--- src/rtl/dea_pkg.sv ---
package dea_pkg;

  // Clock and cycle timing
  localparam int CLK_PERIOD_NS = 50;
  localparam int WRITE_TIME_NS = 2000;
  localparam int READ_TIME_NS = 100;
  localparam int WRITE_CYCLES = (WRITE_TIME_NS + CLK_PERIOD_NS - 1) / CLK_PERIOD_NS;
  localparam int READ_CYCLES = (READ_TIME_NS + CLK_PERIOD_NS - 1) / CLK_PERIOD_NS;
  localparam logic [7:0] WR_LOAD = 8'(WRITE_CYCLES - 1);
  localparam logic [7:0] RD_LOAD = 8'(READ_CYCLES - 1);

  // Array geometry
  localparam int ADDR_W = 7;
  localparam int DEPTH = 128;

  // Special function register map of the device
  localparam logic [7:0] SFR_NV_ADDR = 8'h1A;
  localparam logic [7:0] SFR_NV_DATA = 8'h1B;
  localparam logic [7:0] SFR_PTR1 = 8'h03;
  localparam logic [7:0] SFR_IND1 = 8'h02;
  localparam logic [7:0] SFR_BANK = 8'h04;
  localparam logic [7:0] SFR_INTCTL = 8'h10;
  localparam logic [7:0] SFR_INTFLAG = 8'h11;
  localparam logic [7:0] CTRL_LOC = 8'h40;
  localparam logic [7:0] CTRL_BANK = 8'h01;
  localparam logic [7:0] BANK_ZERO = 8'h00;

  // Control register bits
  localparam int CTL_RD = 0;
  localparam int CTL_READ_PERMIT = 1;
  localparam int CTL_WR = 2;
  localparam int CTL_WRITE_PERMIT = 3;
  localparam logic [3:0] CTL_RESET = 4'h0;
  localparam logic [7:0] CTL_RD_PERMIT = 8'h02;
  localparam logic [7:0] CTL_RD_GO = 8'h03;
  localparam logic [7:0] CTL_WR_PERMIT = 8'h08;
  localparam logic [7:0] CTL_WR_GO = 8'h0C;
  localparam logic [7:0] CTL_CLEAR = 8'h00;
  localparam logic [7:0] MASK_RD = 8'h01;
  localparam logic [7:0] MASK_WR = 8'h04;

  // Interrupt enable and flag bits
  localparam int IE_GLOBAL = 0;
  localparam int IE_EEPROM = 1;
  localparam int IE_MF = 2;
  localparam int IF_EEPROM = 0;
  localparam int IF_MF = 1;

  // APB register map of the controller
  localparam logic [7:0] APB_CMD = 8'h00;
  localparam logic [7:0] APB_ADDR = 8'h04;
  localparam logic [7:0] APB_DATA = 8'h08;
  localparam logic [7:0] APB_STATUS = 8'h0C;
  localparam logic [7:0] APB_IRQCFG = 8'h10;
  localparam logic [7:0] APB_SVCCNT = 8'h14;
  localparam int CMD_GO = 0;
  localparam int CMD_WRITE = 1;
  localparam int CMD_VERIFY = 2;

  // Step program layout
  localparam logic [4:0] PC_RD = 5'h00;
  localparam logic [4:0] PC_WR = 5'h0A;
  localparam logic [4:0] PC_WR_END = 5'h15;
  localparam logic [4:0] PC_SV = 5'h16;

  typedef enum logic [2:0] {K_WR, K_POLL, K_CAP, K_ACK, K_END} dea_kind_t;
  typedef enum logic [2:0] {D_CONST, D_ADDR, D_DATA, D_IE_OFF, D_IE_ON} dea_dsel_t;

  typedef struct packed {
    dea_kind_t kind;
    logic [7:0] addr;
    dea_dsel_t dsel;
    logic [7:0] value;
  } dea_step_t;

endpackage : dea_pkg

--- src/rtl/dea_link_if.sv ---
`timescale 1ns/1ps
interface dea_link_if (
  input wire logic pclk,
  input wire logic presetn
);
  logic [7:0] sfr_addr;
  logic sfr_we;
  logic sfr_re;
  logic [7:0] sfr_wdata;
  logic [7:0] sfr_rdata;
  logic vector_req;
  logic vector_ack;

  modport device (
    input pclk,
    input presetn,
    input sfr_addr,
    input sfr_we,
    input sfr_re,
    input sfr_wdata,
    input vector_ack,
    output sfr_rdata,
    output vector_req
  );

  modport core (
    input pclk,
    input presetn,
    output sfr_addr,
    output sfr_we,
    output sfr_re,
    output sfr_wdata,
    output vector_ack,
    input sfr_rdata,
    input vector_req
  );
endinterface : dea_link_if

--- src/rtl/dea_core.sv ---
`timescale 1ns/1ps
// Summary of operation
// RULE1 - Write completion raises write-complete request
// RULE2 - Completion sets source and group flags
// RULE3 - Firmware sets EEPROM interrupt enable first
// RULE4 - Firmware sets group interrupt enable too
// RULE5 - Vector needs all enables plus pending request
// RULE6 - Service clears group flag; firmware clears source
// RULE7 - Write start immediately follows write permit
// RULE8 - Global enable off until write starts
// RULE9 - Keep write permit cleared when idle
// RULE10 - Keep bank selector at zero normally
// RULE11 - Optional read-back check of written byte
// RULE12 - Read: address, pointer 040H, bank 01H, permit
// RULE13 - Set read start, poll clear, fetch data
// RULE14 - Write: address, data, permit, then start
// RULE15 - Poll write start until hardware clears
// RULE16 - Clear control register then bank selector
// RULE17 - Write start needs permit; self-clears at end
// RULE18 - Read start needs permit; self-clears at end
// RULE19 - Never both starts or all four bits
// RULE20 - Control low bits reset zero; upper zero
// RULE21 - Data register holds until next operation
// RULE22 - Control writes ignored during write cycle
module dea_core (
  input wire logic pclk,
  input wire logic presetn,
  input wire logic psel,
  input wire logic penable,
  input wire logic pwrite,
  input wire logic [7:0] paddr,
  input wire logic [31:0] pwdata,
  output logic [31:0] prdata,
  output logic pready,
  output logic pslverr,
  dea_link_if.core link
);
  logic [4:0] pc_reg;
  logic busy_reg;
  logic svc_reg;
  logic verify_reg;
  logic vphase_reg;
  logic done_reg;
  logic vfail_reg;
  logic [6:0] addr_reg;
  logic [7:0] data_reg;
  logic [7:0] rdata_reg;
  logic [1:0] cfg_reg;
  logic [7:0] svc_cnt_reg;
  logic [31:0] prdata_reg;
  dea_pkg::dea_step_t step;

  // Fixed firmware program, one SFR access per cycle
  function automatic dea_pkg::dea_step_t dea_prog(input logic [4:0] pc);
    dea_pkg::dea_step_t s;
    s = '{dea_pkg::K_END, 8'h00, dea_pkg::D_CONST, 8'h00};
    case (pc)
      5'h00: s = '{dea_pkg::K_WR, dea_pkg::SFR_NV_ADDR, dea_pkg::D_ADDR, 8'h00}; // RULE12
      5'h01: s = '{dea_pkg::K_WR, dea_pkg::SFR_PTR1, dea_pkg::D_CONST, dea_pkg::CTRL_LOC}; // RULE12
      5'h02: s = '{dea_pkg::K_WR, dea_pkg::SFR_BANK, dea_pkg::D_CONST, dea_pkg::CTRL_BANK}; // RULE12
      5'h03: s = '{dea_pkg::K_WR, dea_pkg::SFR_IND1, dea_pkg::D_CONST,
                   dea_pkg::CTL_RD_PERMIT}; // RULE12
      5'h04: s = '{dea_pkg::K_WR, dea_pkg::SFR_IND1, dea_pkg::D_CONST,
                   dea_pkg::CTL_RD_GO}; // RULE13
      5'h05: s = '{dea_pkg::K_POLL, dea_pkg::SFR_IND1, dea_pkg::D_CONST,
                   dea_pkg::MASK_RD}; // RULE13
      5'h06: s = '{dea_pkg::K_WR, dea_pkg::SFR_IND1, dea_pkg::D_CONST,
                   dea_pkg::CTL_CLEAR}; // RULE16
      5'h07: s = '{dea_pkg::K_WR, dea_pkg::SFR_BANK, dea_pkg::D_CONST,
                   dea_pkg::BANK_ZERO}; // RULE10
      5'h08: s = '{dea_pkg::K_CAP, dea_pkg::SFR_NV_DATA, dea_pkg::D_CONST, 8'h00}; // RULE13
      5'h0A: s = '{dea_pkg::K_WR, dea_pkg::SFR_INTCTL, dea_pkg::D_IE_OFF, 8'h00}; // RULE8
      5'h0B: s = '{dea_pkg::K_WR, dea_pkg::SFR_NV_ADDR, dea_pkg::D_ADDR, 8'h00}; // RULE14
      5'h0C: s = '{dea_pkg::K_WR, dea_pkg::SFR_NV_DATA, dea_pkg::D_DATA, 8'h00}; // RULE14
      5'h0D: s = '{dea_pkg::K_WR, dea_pkg::SFR_PTR1, dea_pkg::D_CONST, dea_pkg::CTRL_LOC};
      5'h0E: s = '{dea_pkg::K_WR, dea_pkg::SFR_BANK, dea_pkg::D_CONST, dea_pkg::CTRL_BANK};
      5'h0F: s = '{dea_pkg::K_WR, dea_pkg::SFR_IND1, dea_pkg::D_CONST,
                   dea_pkg::CTL_WR_PERMIT}; // RULE14
      5'h10: s = '{dea_pkg::K_WR, dea_pkg::SFR_IND1, dea_pkg::D_CONST,
                   dea_pkg::CTL_WR_GO}; // RULE7
      5'h11: s = '{dea_pkg::K_WR, dea_pkg::SFR_INTCTL, dea_pkg::D_IE_ON, 8'h00}; // RULE8
      5'h12: s = '{dea_pkg::K_POLL, dea_pkg::SFR_IND1, dea_pkg::D_CONST,
                   dea_pkg::MASK_WR}; // RULE15
      5'h13: s = '{dea_pkg::K_WR, dea_pkg::SFR_IND1, dea_pkg::D_CONST,
                   dea_pkg::CTL_CLEAR}; // RULE9
      5'h14: s = '{dea_pkg::K_WR, dea_pkg::SFR_BANK, dea_pkg::D_CONST,
                   dea_pkg::BANK_ZERO}; // RULE16
      5'h16: s = '{dea_pkg::K_ACK, dea_pkg::SFR_INTFLAG, dea_pkg::D_CONST, 8'h00}; // RULE6
      5'h17: s = '{dea_pkg::K_WR, dea_pkg::SFR_INTFLAG, dea_pkg::D_CONST, 8'h00}; // RULE6
      default: s = '{dea_pkg::K_END, 8'h00, dea_pkg::D_CONST, 8'h00};
    endcase
    return s;
  endfunction : dea_prog

  assign step = dea_prog(pc_reg);

  wire k_wr = busy_reg && step.kind == dea_pkg::K_WR;
  wire k_poll = busy_reg && step.kind == dea_pkg::K_POLL;
  wire k_cap = busy_reg && step.kind == dea_pkg::K_CAP;
  wire k_end = busy_reg && step.kind == dea_pkg::K_END;
  wire poll_clear = (link.sfr_rdata & step.value) == 8'h00;
  // Interrupt enables carry the source and group bits set in cfg_reg
  wire [7:0] ie_off = {5'h00, cfg_reg[1], cfg_reg[0], 1'b0}; // RULE3
  wire [7:0] ie_on = {5'h00, cfg_reg[1], cfg_reg[0], 1'b1}; // RULE4

  assign link.sfr_addr = busy_reg ? step.addr : 8'h00;
  assign link.sfr_we = k_wr;
  assign link.sfr_re = k_poll || k_cap;
  assign link.vector_ack = busy_reg && step.kind == dea_pkg::K_ACK;
  // Only fixed patterns reach the control register, never both start bits together
  assign link.sfr_wdata = !busy_reg ? 8'h00 :
    step.dsel == dea_pkg::D_ADDR ? {1'b0, addr_reg} :
    step.dsel == dea_pkg::D_DATA ? data_reg :
    step.dsel == dea_pkg::D_IE_OFF ? ie_off :
    step.dsel == dea_pkg::D_IE_ON ? ie_on : step.value; // RULE19

  // APB slave, zero wait states
  wire apb_wr = psel && penable && pwrite;
  wire apb_setup = psel && !penable;
  wire hit_cmd = paddr == dea_pkg::APB_CMD;
  wire hit_addr = paddr == dea_pkg::APB_ADDR;
  wire hit_data = paddr == dea_pkg::APB_DATA;
  wire hit_stat = paddr == dea_pkg::APB_STATUS;
  wire hit_cfg = paddr == dea_pkg::APB_IRQCFG;
  wire hit_cnt = paddr == dea_pkg::APB_SVCCNT;
  wire mapped = hit_cmd || hit_addr || hit_data || hit_stat || hit_cfg || hit_cnt;
  wire go = apb_wr && hit_cmd && pwdata[dea_pkg::CMD_GO] && !busy_reg;
  wire svc_go = !busy_reg && !go && link.vector_req;
  wire to_verify = k_end && pc_reg == dea_pkg::PC_WR_END && verify_reg && !vphase_reg;
  wire [31:0] status_word = {16'h0000, rdata_reg, 5'h00, vfail_reg, done_reg, busy_reg};
  wire [31:0] rd_mux =
    hit_cmd ? {29'h0, verify_reg, 2'h0} :
    hit_addr ? {25'h0, addr_reg} :
    hit_data ? {24'h0, data_reg} :
    hit_stat ? status_word :
    hit_cfg ? {30'h0, cfg_reg} :
    hit_cnt ? {24'h0, svc_cnt_reg} : 32'h0000_0000;

  assign pready = 1'b1;
  assign pslverr = psel && penable && !mapped;
  assign prdata = prdata_reg;

  always_ff @(posedge pclk or negedge presetn) begin
    if (!presetn) begin
      prdata_reg <= 32'h0000_0000;
      addr_reg <= 7'h00;
      data_reg <= 8'h00;
      cfg_reg <= 2'h0;
      verify_reg <= 1'b0;
    end else begin
      if (apb_setup) begin
        prdata_reg <= rd_mux;
      end
      if (apb_wr && hit_addr && !busy_reg) begin
        addr_reg <= pwdata[6:0];
      end
      if (apb_wr && hit_data && !busy_reg) begin
        data_reg <= pwdata[7:0];
      end
      if (apb_wr && hit_cfg) begin
        cfg_reg <= pwdata[1:0];
      end
      if (go) begin
        verify_reg <= pwdata[dea_pkg::CMD_VERIFY]; // RULE11
      end
    end
  end

  always_ff @(posedge pclk or negedge presetn) begin
    if (!presetn) begin
      pc_reg <= dea_pkg::PC_RD;
      busy_reg <= 1'b0;
      svc_reg <= 1'b0;
      vphase_reg <= 1'b0;
      done_reg <= 1'b0;
      vfail_reg <= 1'b0;
      rdata_reg <= 8'h00;
      svc_cnt_reg <= 8'h00;
    end else if (go) begin
      pc_reg <= pwdata[dea_pkg::CMD_WRITE] ? dea_pkg::PC_WR : dea_pkg::PC_RD;
      busy_reg <= 1'b1;
      svc_reg <= 1'b0;
      vphase_reg <= 1'b0;
      done_reg <= 1'b0;
      vfail_reg <= 1'b0;
    end else if (svc_go) begin
      pc_reg <= dea_pkg::PC_SV;
      busy_reg <= 1'b1;
      svc_reg <= 1'b1;
      svc_cnt_reg <= svc_cnt_reg + 8'h01;
    end else if (to_verify) begin
      pc_reg <= dea_pkg::PC_RD; // RULE11
      vphase_reg <= 1'b1;
    end else if (k_end) begin
      busy_reg <= 1'b0;
      done_reg <= done_reg || !svc_reg;
    end else if (busy_reg && !(k_poll && !poll_clear)) begin
      pc_reg <= pc_reg + 5'h01;
      if (k_cap && vphase_reg) begin
        vfail_reg <= link.sfr_rdata != data_reg; // RULE11
      end else if (k_cap) begin
        rdata_reg <= link.sfr_rdata;
      end
    end
  end

endmodule : dea_core

--- src/flat_wrapper.sv ---
// flat-port wrapper written by rule: the top's interface ports become plain ports
module dea_core_flat 
  (pclk, presetn, psel, penable, pwrite, paddr, pwdata, prdata, pready, pslverr, link_sfr_addr, link_sfr_we, link_sfr_re, link_sfr_wdata, link_vector_ack, link_sfr_rdata, link_vector_req);
  dea_link_if link_i (.pclk(pclk), .presetn(presetn));
  input wire logic pclk;
  input wire logic presetn;
  input wire logic psel;
  input wire logic penable;
  input wire logic pwrite;
  input wire logic [7:0] paddr;
  input wire logic [31:0] pwdata;
  output logic [31:0] prdata;
  output logic pready;
  output logic pslverr;
  output wire logic [$bits(link_i.sfr_addr)-1:0] link_sfr_addr;
  output wire logic [$bits(link_i.sfr_we)-1:0] link_sfr_we;
  output wire logic [$bits(link_i.sfr_re)-1:0] link_sfr_re;
  output wire logic [$bits(link_i.sfr_wdata)-1:0] link_sfr_wdata;
  output wire logic [$bits(link_i.vector_ack)-1:0] link_vector_ack;
  input wire logic [$bits(link_i.sfr_rdata)-1:0] link_sfr_rdata;
  input wire logic [$bits(link_i.vector_req)-1:0] link_vector_req;
  assign link_sfr_addr = link_i.sfr_addr;
  assign link_sfr_we = link_i.sfr_we;
  assign link_sfr_re = link_i.sfr_re;
  assign link_sfr_wdata = link_i.sfr_wdata;
  assign link_vector_ack = link_i.vector_ack;
  assign link_i.sfr_rdata = link_sfr_rdata;
  assign link_i.vector_req = link_vector_req;
  dea_core u_core (.pclk(pclk), .presetn(presetn), .psel(psel), .penable(penable), .pwrite(pwrite), .paddr(paddr), .pwdata(pwdata), .prdata(prdata), .pready(pready), .pslverr(pslverr), .link(link_i));
endmodule
--- config.mk ---
export PLATFORM = sky130hd
export DESIGN_NAME = dea_core_flat
export DESIGN_NICKNAME = d
export VERILOG_FILES = /design/src/rtl/dea_pkg.sv /design/src/rtl/dea_link_if.sv /design/src/rtl/dea_core.sv /design/src/flat_wrapper.sv
export SDC_FILE = /design/constraint.sdc
export NUM_CORES = 1
export LEC_CHECK = 0
export BUFFER_PORTS_ARGS = -buffer_cell sky130_fd_sc_hd__buf_2
export CORE_UTILIZATION = 35
export DETAILED_ROUTE_END_ITERATION = 12
export SYNTH_ARGS = -nofsm -noshare
export SYNTH_HDL_FRONTEND = slang
export SYNTH_SLANG_ARGS = --single-unit
--- constraint.sdc ---
create_clock -name pclk -period 4.15 [get_ports pclk]
set_clock_uncertainty 0.1 [all_clocks]
set_input_delay 0.83 -clock pclk [delete_from_list [all_inputs] [get_ports pclk]]
set_output_delay 0.83 -clock pclk [all_outputs]
set_load 0.02 [all_outputs]
==> results.toml, run 1 <==
[timing]
worst_slack_ps = 265
min_period_ps = 3890
tightest_slew_ps = 777
finalMaxSlewViolations = 0
hold_violations = 0
rsz0062_at_grt = "false"
slew_headroom_pct = 48.2
fmaxAchievable_mhz = 257
finalCritPeriodShare_pct = 93.6
finalSetupTns_ps = 0
setup_viol = 0

[placement]
dpl_cell_area_mm2 = 0.00414
pre_cts_slack_ps = 559
gp_congestion = 0.876
place.port_buffers = 62
hpwl_um = 7260
placed_cells = 583

[layout]
nets = 521
regArea_mm2 = 0.00150
fill_cells = 1100
final_util_pct = 41.9
antenna_cells = 0
drive_above_1_share_pct = 26.1
layoutNonFillerInstCount = 599
largest_register_ffs = 16
multi_input_area_mm2 = 0.00207
final_area_mm2 = 0.00436
syn_to_final_growth_pct = 15.1

[synth]
synthMostInstantiatedCell = "dfrtp_1"
syn_area_per_cell_um2 = 9.44
synth_area_leaders = "dfrtp_1 (40%), mux2_2 (6.2%), buf_4 (4.2%)"
synth_top_area_share_pct = 39.6
synth_cells = 401
synth-edff-count = 0
synth_warnings = 0
netlist_top_cells_count = "dfrtp_1 (60), nand2_1 (40), nor2_1 (26)"
synth.cell_area_mm2 = 0.00379
ys_seq_area_share_pct = 39.6
ys_seq_elements = 60
synthFlopType = "dfrtp_1"
yosys.area.top_type = "dfrtp_1"
async_reset_ff_share_pct = 100
synth_cell_types = 64

[status]
status = "finished, final reports clean"

[routing]
vias = 3180
drt_iter0_drc = 308
ant_nets = 0
routed_via_density = 5.31
drt_first_pass_iters = 6
post_drt_wl_per_cell_um = 16.1
drt_wl_total_um = 9640
drcViolationCount = 0

[global_route]
grt_max_degree = 34
grt.overflow.total = 0
grt_pass1_wl_um = 15400
grt_usage_pct = 17.7
first_global_vias = 3022
antenna_found_initial = 0

[floorplanning]
coreArea_mm2 = 0.0104
num_io_pins = 107
rows = 37
chipWidth_um = 106
die_y_um = 106
dieArea_mm2 = 0.0112
start_util_pct = 36.4

[power]
clockPowerShare_pct = 24.6
p_sw_uw = 966
comb_power_share_pct = 42.1
leakage_nw = 2.17
p_seq_share_pct = 33.4
pwr_density_cell_mw_per_mm2 = 545
ir_worst_vdd_v = 0.000195
internal_power_mw = 1.41
switching_share_pct = 40.7

[clock_tree]
cts.htree.levels = 3
clock_latency_ps = 340
clock_sinks = 60
clockRootBuffer = "clkbuf_8"
cts_tree = "built"
clk_pin_slew_worst_paths_ps = 70
clock_path_buffers = 2
post_cts_buffers = 0
cts_hold_buf = 0
cts_made_buffers = 9

[min_path]
hp-start = "u_core.prdata[4]"
min_path_cells = 2
min_to = "u_core.prdata[4]"
hp-class = "reg -> reg"

[job]
maxCapViolCount = 0

[critical_path]
r2r-end = "u_core.pc_reg[1]"
cp_data_required_time_ps = 3220
worstPathArrival_ps = 2960
start_kind = "register"
reg2reg_from = "u_core.pc_reg[2]"
reg2reg_depth = 6
path_max_fanout = 9
critPathKind = "reg -> out"
worstSetupEndpointType = "primary output"
rrSetupSlack_ps = 980
-- metrics by stage --
stage               power [mW]  hold WS (ps)
floorplan                 1.52           342
global placement          1.77           348
detailed placement        1.79           355
CTS                       2.38           371
global route              2.54           395
finish                    2.38           364
-- worst max-delay path, stage by stage (launching register included) --
cell and delay (ps):
dfrtp_1 460, inv_1 190, ha_2 300, mux2i_1 90, or3_1 450, and2_1 290
a222oi_1 430, a21boi_0 190, buf_2 200
-- power groups by stage --
stage / Sequential (mW) / Combinational, mW / Clock (mW)
finish: 0.792 / 0.999 / 0.584
global route: 0.809 / 1.11 / 0.622
CTS: 0.789 / 0.995 / 0.594
detailed placement: 0.799 / 0.991 / 0
global placement: 0.794 / 0.976 / 0
floorplan: 0.722 / 0.795 / 0
-- area by class of cell --
type                       count  share of cell area, %
clock buffer                  11                   3.24
clock inverter                 5                   1.72
inverter                      10                  0.861
multi-input combinational    308                   47.5
sequential                    60                   34.4
tap                          136                   3.90
timing repair buffer          69                   8.32
-- kinds of logic (layout without fill, tap and decap cells) --
| family | count (synthesis) | after routing | synth area share [%] |
|---|---|---|---|
| buf+inv | 51 | 95 | 7.50 |
| compound gates | 99 | 99 | 17.2 |
| xor+xnor | 16 | 16 | 3.70 |
| mux | 35 | 35 | 11.0 |
| simple gates | 129 | 129 | 17.7 |
| flops | 60 | 60 | 39.6 |
| other cells | 2 | 20 | 0.198 |
| fa+ha+maj | 9 | 9 | 2.97 |
-- routing by layer --
metal / GRT usage, % / wire [um] / share of wire (%)
met1: 24.3 / 4540 / 47
met2: 28.2 / 4470 / 46
met3: 4.11 / 533 / 5.5
met4: 4.56 / 95 / 0.99
met5: 0 / 0 / 0
-- how the worst max path moves through the flow --
stage	endpoint	cells after the start	start	slack (ps)
final	link_sfr_wdata[2]	8	u_core.pc_reg[0]	260
after global routing	link_sfr_wdata[1]	8	u_core.pc_reg[0]	60
after CTS	link_sfr_wdata[1]	8	u_core.pc_reg[0]	180
after detailed placement	link_sfr_wdata[1]	8	u_core.pc_reg[0]	560
after global placement	link_sfr_wdata[2]	8	u_core.pc_reg[0]	630
after floorplan	link_sfr_wdata[1]	11	u_core.pc_reg[1]	700
-- repair_timing --
action | CTS | global route
setup endpoints to repair | 0 | 1
endpoints found under the hold margin | 0 | 0
resized for setup | 0 | 1
-- placed cells by master (no fill, tap or decap), types with 3 or more instances in the layout --
master	count
a22oi_1	4
dfrtp_1	60
a21o_1	3
xor2_1	13
a22o_1	8
clkinv_2	3
a21boi_0	4
a21oi_1	20
nor2_1	26
conb_1	20
buf_2	62
nand2b_1	7
or3_1	3
mux2_4	8
clkbuf_8	10
mux2i_1	5
and2_1	5
buf_4	7
nor2b_1	10
o31ai_1	3
nand3_1	8
nor3_1	3
mux2_2	21
nand4_1	4
ha_1	8
a31oi_1	5
xnor2_1	3
inv_1	10
and3_1	4
a211oi_1	3
o21ai_0	24
o211ai_1	3
nand2_1	40
o22ai_1	4
Power figures use the tool's default switching activity.
==> run 2: changes to the inputs <==
--- a/config.mk
+++ b/config.mk
@@ -6,6 +6,7 @@
 export NUM_CORES = 1
 export LEC_CHECK = 0
 export BUFFER_PORTS_ARGS = -buffer_cell sky130_fd_sc_hd__buf_2
+export CORE_MARGIN = 5
 export CORE_UTILIZATION = 35
 export DETAILED_ROUTE_END_ITERATION = 12
 export SYNTH_ARGS = -nofsm -noshare
==> run 2 against run 1 <==
Against the previous run:
- combinational power about the same
- non-clock buffer count unchanged
- cell count up 0.67%
- sequential power down 2%
- fmax up 0.58%
- die area up 16%
- utilization down 0.92 points
- global-route usage down 2.6 points
- first-iteration DRC count down 10%
- setup slack better by 22 ps
- largest power group unchanged
==> results.toml, run 2 (synthesis gave the netlist of run 1 again) <==
[critical_path]
cp_top_family = "simple AND/OR/NAND/NOR gates"
crit_path_start = "u_core.pc_reg[0]"
critical_path.max_stage_delay_ps = 460
reg2reg_depth = 7
path_buf_inv = 2
r2r-end = "u_core.pc_reg[1]"
path_max_fanout = 9
crit_chain = "inv_1, ha_2, mux2i_1, or3_1, and2_1, a222oi_1, a21boi_0, buf_2"
rrSetupSlack_ps = 1250
start_kind = "register"
worstPathArrival_ps = 2930
critPathKind = "reg -> out"
reg2reg_from = "u_core.pc_reg[0]"
cp_data_required_time_ps = 3220
cp_slowest_cell = "dfrtp_1"
worstSetupEndpointType = "primary output"

[layout]
final_common_cell = "buf_2"
antenna_cells = 0
final_util_pct = 40.9
fill_cells = 1063
final_cell_mix = "buf_2 (62), dfrtp_1 (60), nand2_1 (40)"
largest_register_ffs = 16
nets = 521
syn_to_final_growth_pct = 16.2
drive_above_1_share_pct = 26.1

[routing]
drcViolationCount = 0
route.met3.wl_um = 548
vias = 3154
routed.top_layer = "met4"
drt_first_pass_iters = 4
drt_wl_total_um = 9990
drt_iter0_drc = 277
wl_met2_um = 4490
wl_met1_um = 4830
post_drt_wl_per_cell_um = 16.6
ant_nets = 0
routed_via_density = 5.23

[clock_tree]
cts_resized = 0
post_cts_buffers = 0
cts_tree = "built"
cts_made_buffers = 9
clock_latency_ps = 330
clk_pin_slew_worst_paths_ps = 70
clock_sinks = 60
clockRootBuffer = "clkbuf_8"
cts_hold_buf = 0
cts.htree.levels = 3
clock_path_buffers = 2

[global_route]
antenna_found_initial = 0
first_global_vias = 2977
grt_max_degree = 36
grt.overflow.total = 0
grt_usage_pct = 15.2
grt_pass1_wl_um = 15800

[floorplanning]
rows = 38
start_util_pct = 35.2
coreArea_mm2 = 0.0107
die_y_um = 114
chipWidth_um = 114
dieArea_mm2 = 0.0130
num_io_pins = 107

[timing]
min_period_ps = 3860
finalSetupTns_ps = 0
setup_viol = 0
hold_ws_ps = 364
finalCritPeriodShare_pct = 93.1
rsz0062_at_grt = "false"
hold_violations = 0
fmaxAchievable_mhz = 259
tightest_slew_ps = 817
finalMaxSlewViolations = 0
slew_headroom_pct = 45.5

[min_path]
min_to = "u_core.prdata[3]"
min_path_cells = 2
hp-start = "u_core.prdata[3]"
hp-class = "reg -> reg"

[power]
ir_worst_vdd_v = 0.000192
p_sw_uw = 976
leakage_nw = 2.18
pwr_density_cell_mw_per_mm2 = 561
internal_power_mw = 1.49
p_seq_share_pct = 31.4
comb_power_share_pct = 41.8
switching_share_pct = 39.5
clockPowerShare_pct = 26.8

[placement]
hpwl_um = 7600
gp_congestion = 0.855
place.port_buffers = 62

[status]
status = "finished, final reports clean"

[job]
maxCapViolCount = 0
run 2: worst max-delay path by stage:
stage	to	slack, ps	cells past startpoint
finish	link_sfr_wdata[1]	290	8
global route	link_sfr_wdata[1]	60	8
CTS	link_sfr_wdata[1]	210	8
detailed placement	link_sfr_wdata[1]	590	8
global placement	link_sfr_wdata[2]	610	8
floorplan	link_sfr_wdata[1]	700	11
run 2: through the flow:
step / cell area (um2) / power [mW] / setup WS (ps) / cells
final: 4400 / 2.47 / 287 / 603
after global placement: 4150 / 1.79 / 609 / 587
after CTS: 4400 / 2.47 / 214 / 603
after floorplan: 3850 / 1.52 / 704 / 419
after detailed placement: 4150 / 1.80 / 587 / 587
after global routing: 4400 / 2.63 / 63.7 / 603
run 2: cell type report:
type	count	area [um2]	area share (%)
tap	140	175	3.98
inverter	10	37.5	0.853
clock inverter	4	95.1	2.16
timing repair buffer	69	363	8.25
sequential	60	1500	34.1
multi-input combinational	308	2070	47.1
clock buffer	12	155	3.53
run 2: metal layers:
| metal | vias to the layer above | global-route usage (%) |
|---|---|---|
| li1 | 1515 | - |
| met1 | 1539 | 21.9 |
| met2 | 89 | 23.5 |
| met3 | 11 | 2.55 |
| met4 | 0 | 4.28 |
| met5 | - | 0 |
run 2: worst register-to-register path: cells and delay by family, from the launching register on:
kind / cells / cell delay, ps
AOI/OAI and AO/OA: 2 / 810
DFF: 1 / 460
muxes: 1 / 350
and+or+nand+nor: 3 / 680
adders and majority gates: 1 / 380
run 2: power groups by stage:
| stage | Sequential [mW] | Clock (mW) | Combinational (mW) |
|---|---|---|---|
| after floorplan | 0.722 | 0 | 0.795 |
| after detailed placement | 0.785 | 0 | 1.02 |
| after CTS | 0.774 | 0.671 | 1.03 |
| after global placement | 0.782 | 0 | 1.01 |
| after global routing | 0.792 | 0.699 | 1.14 |
| final | 0.777 | 0.661 | 1.03 |
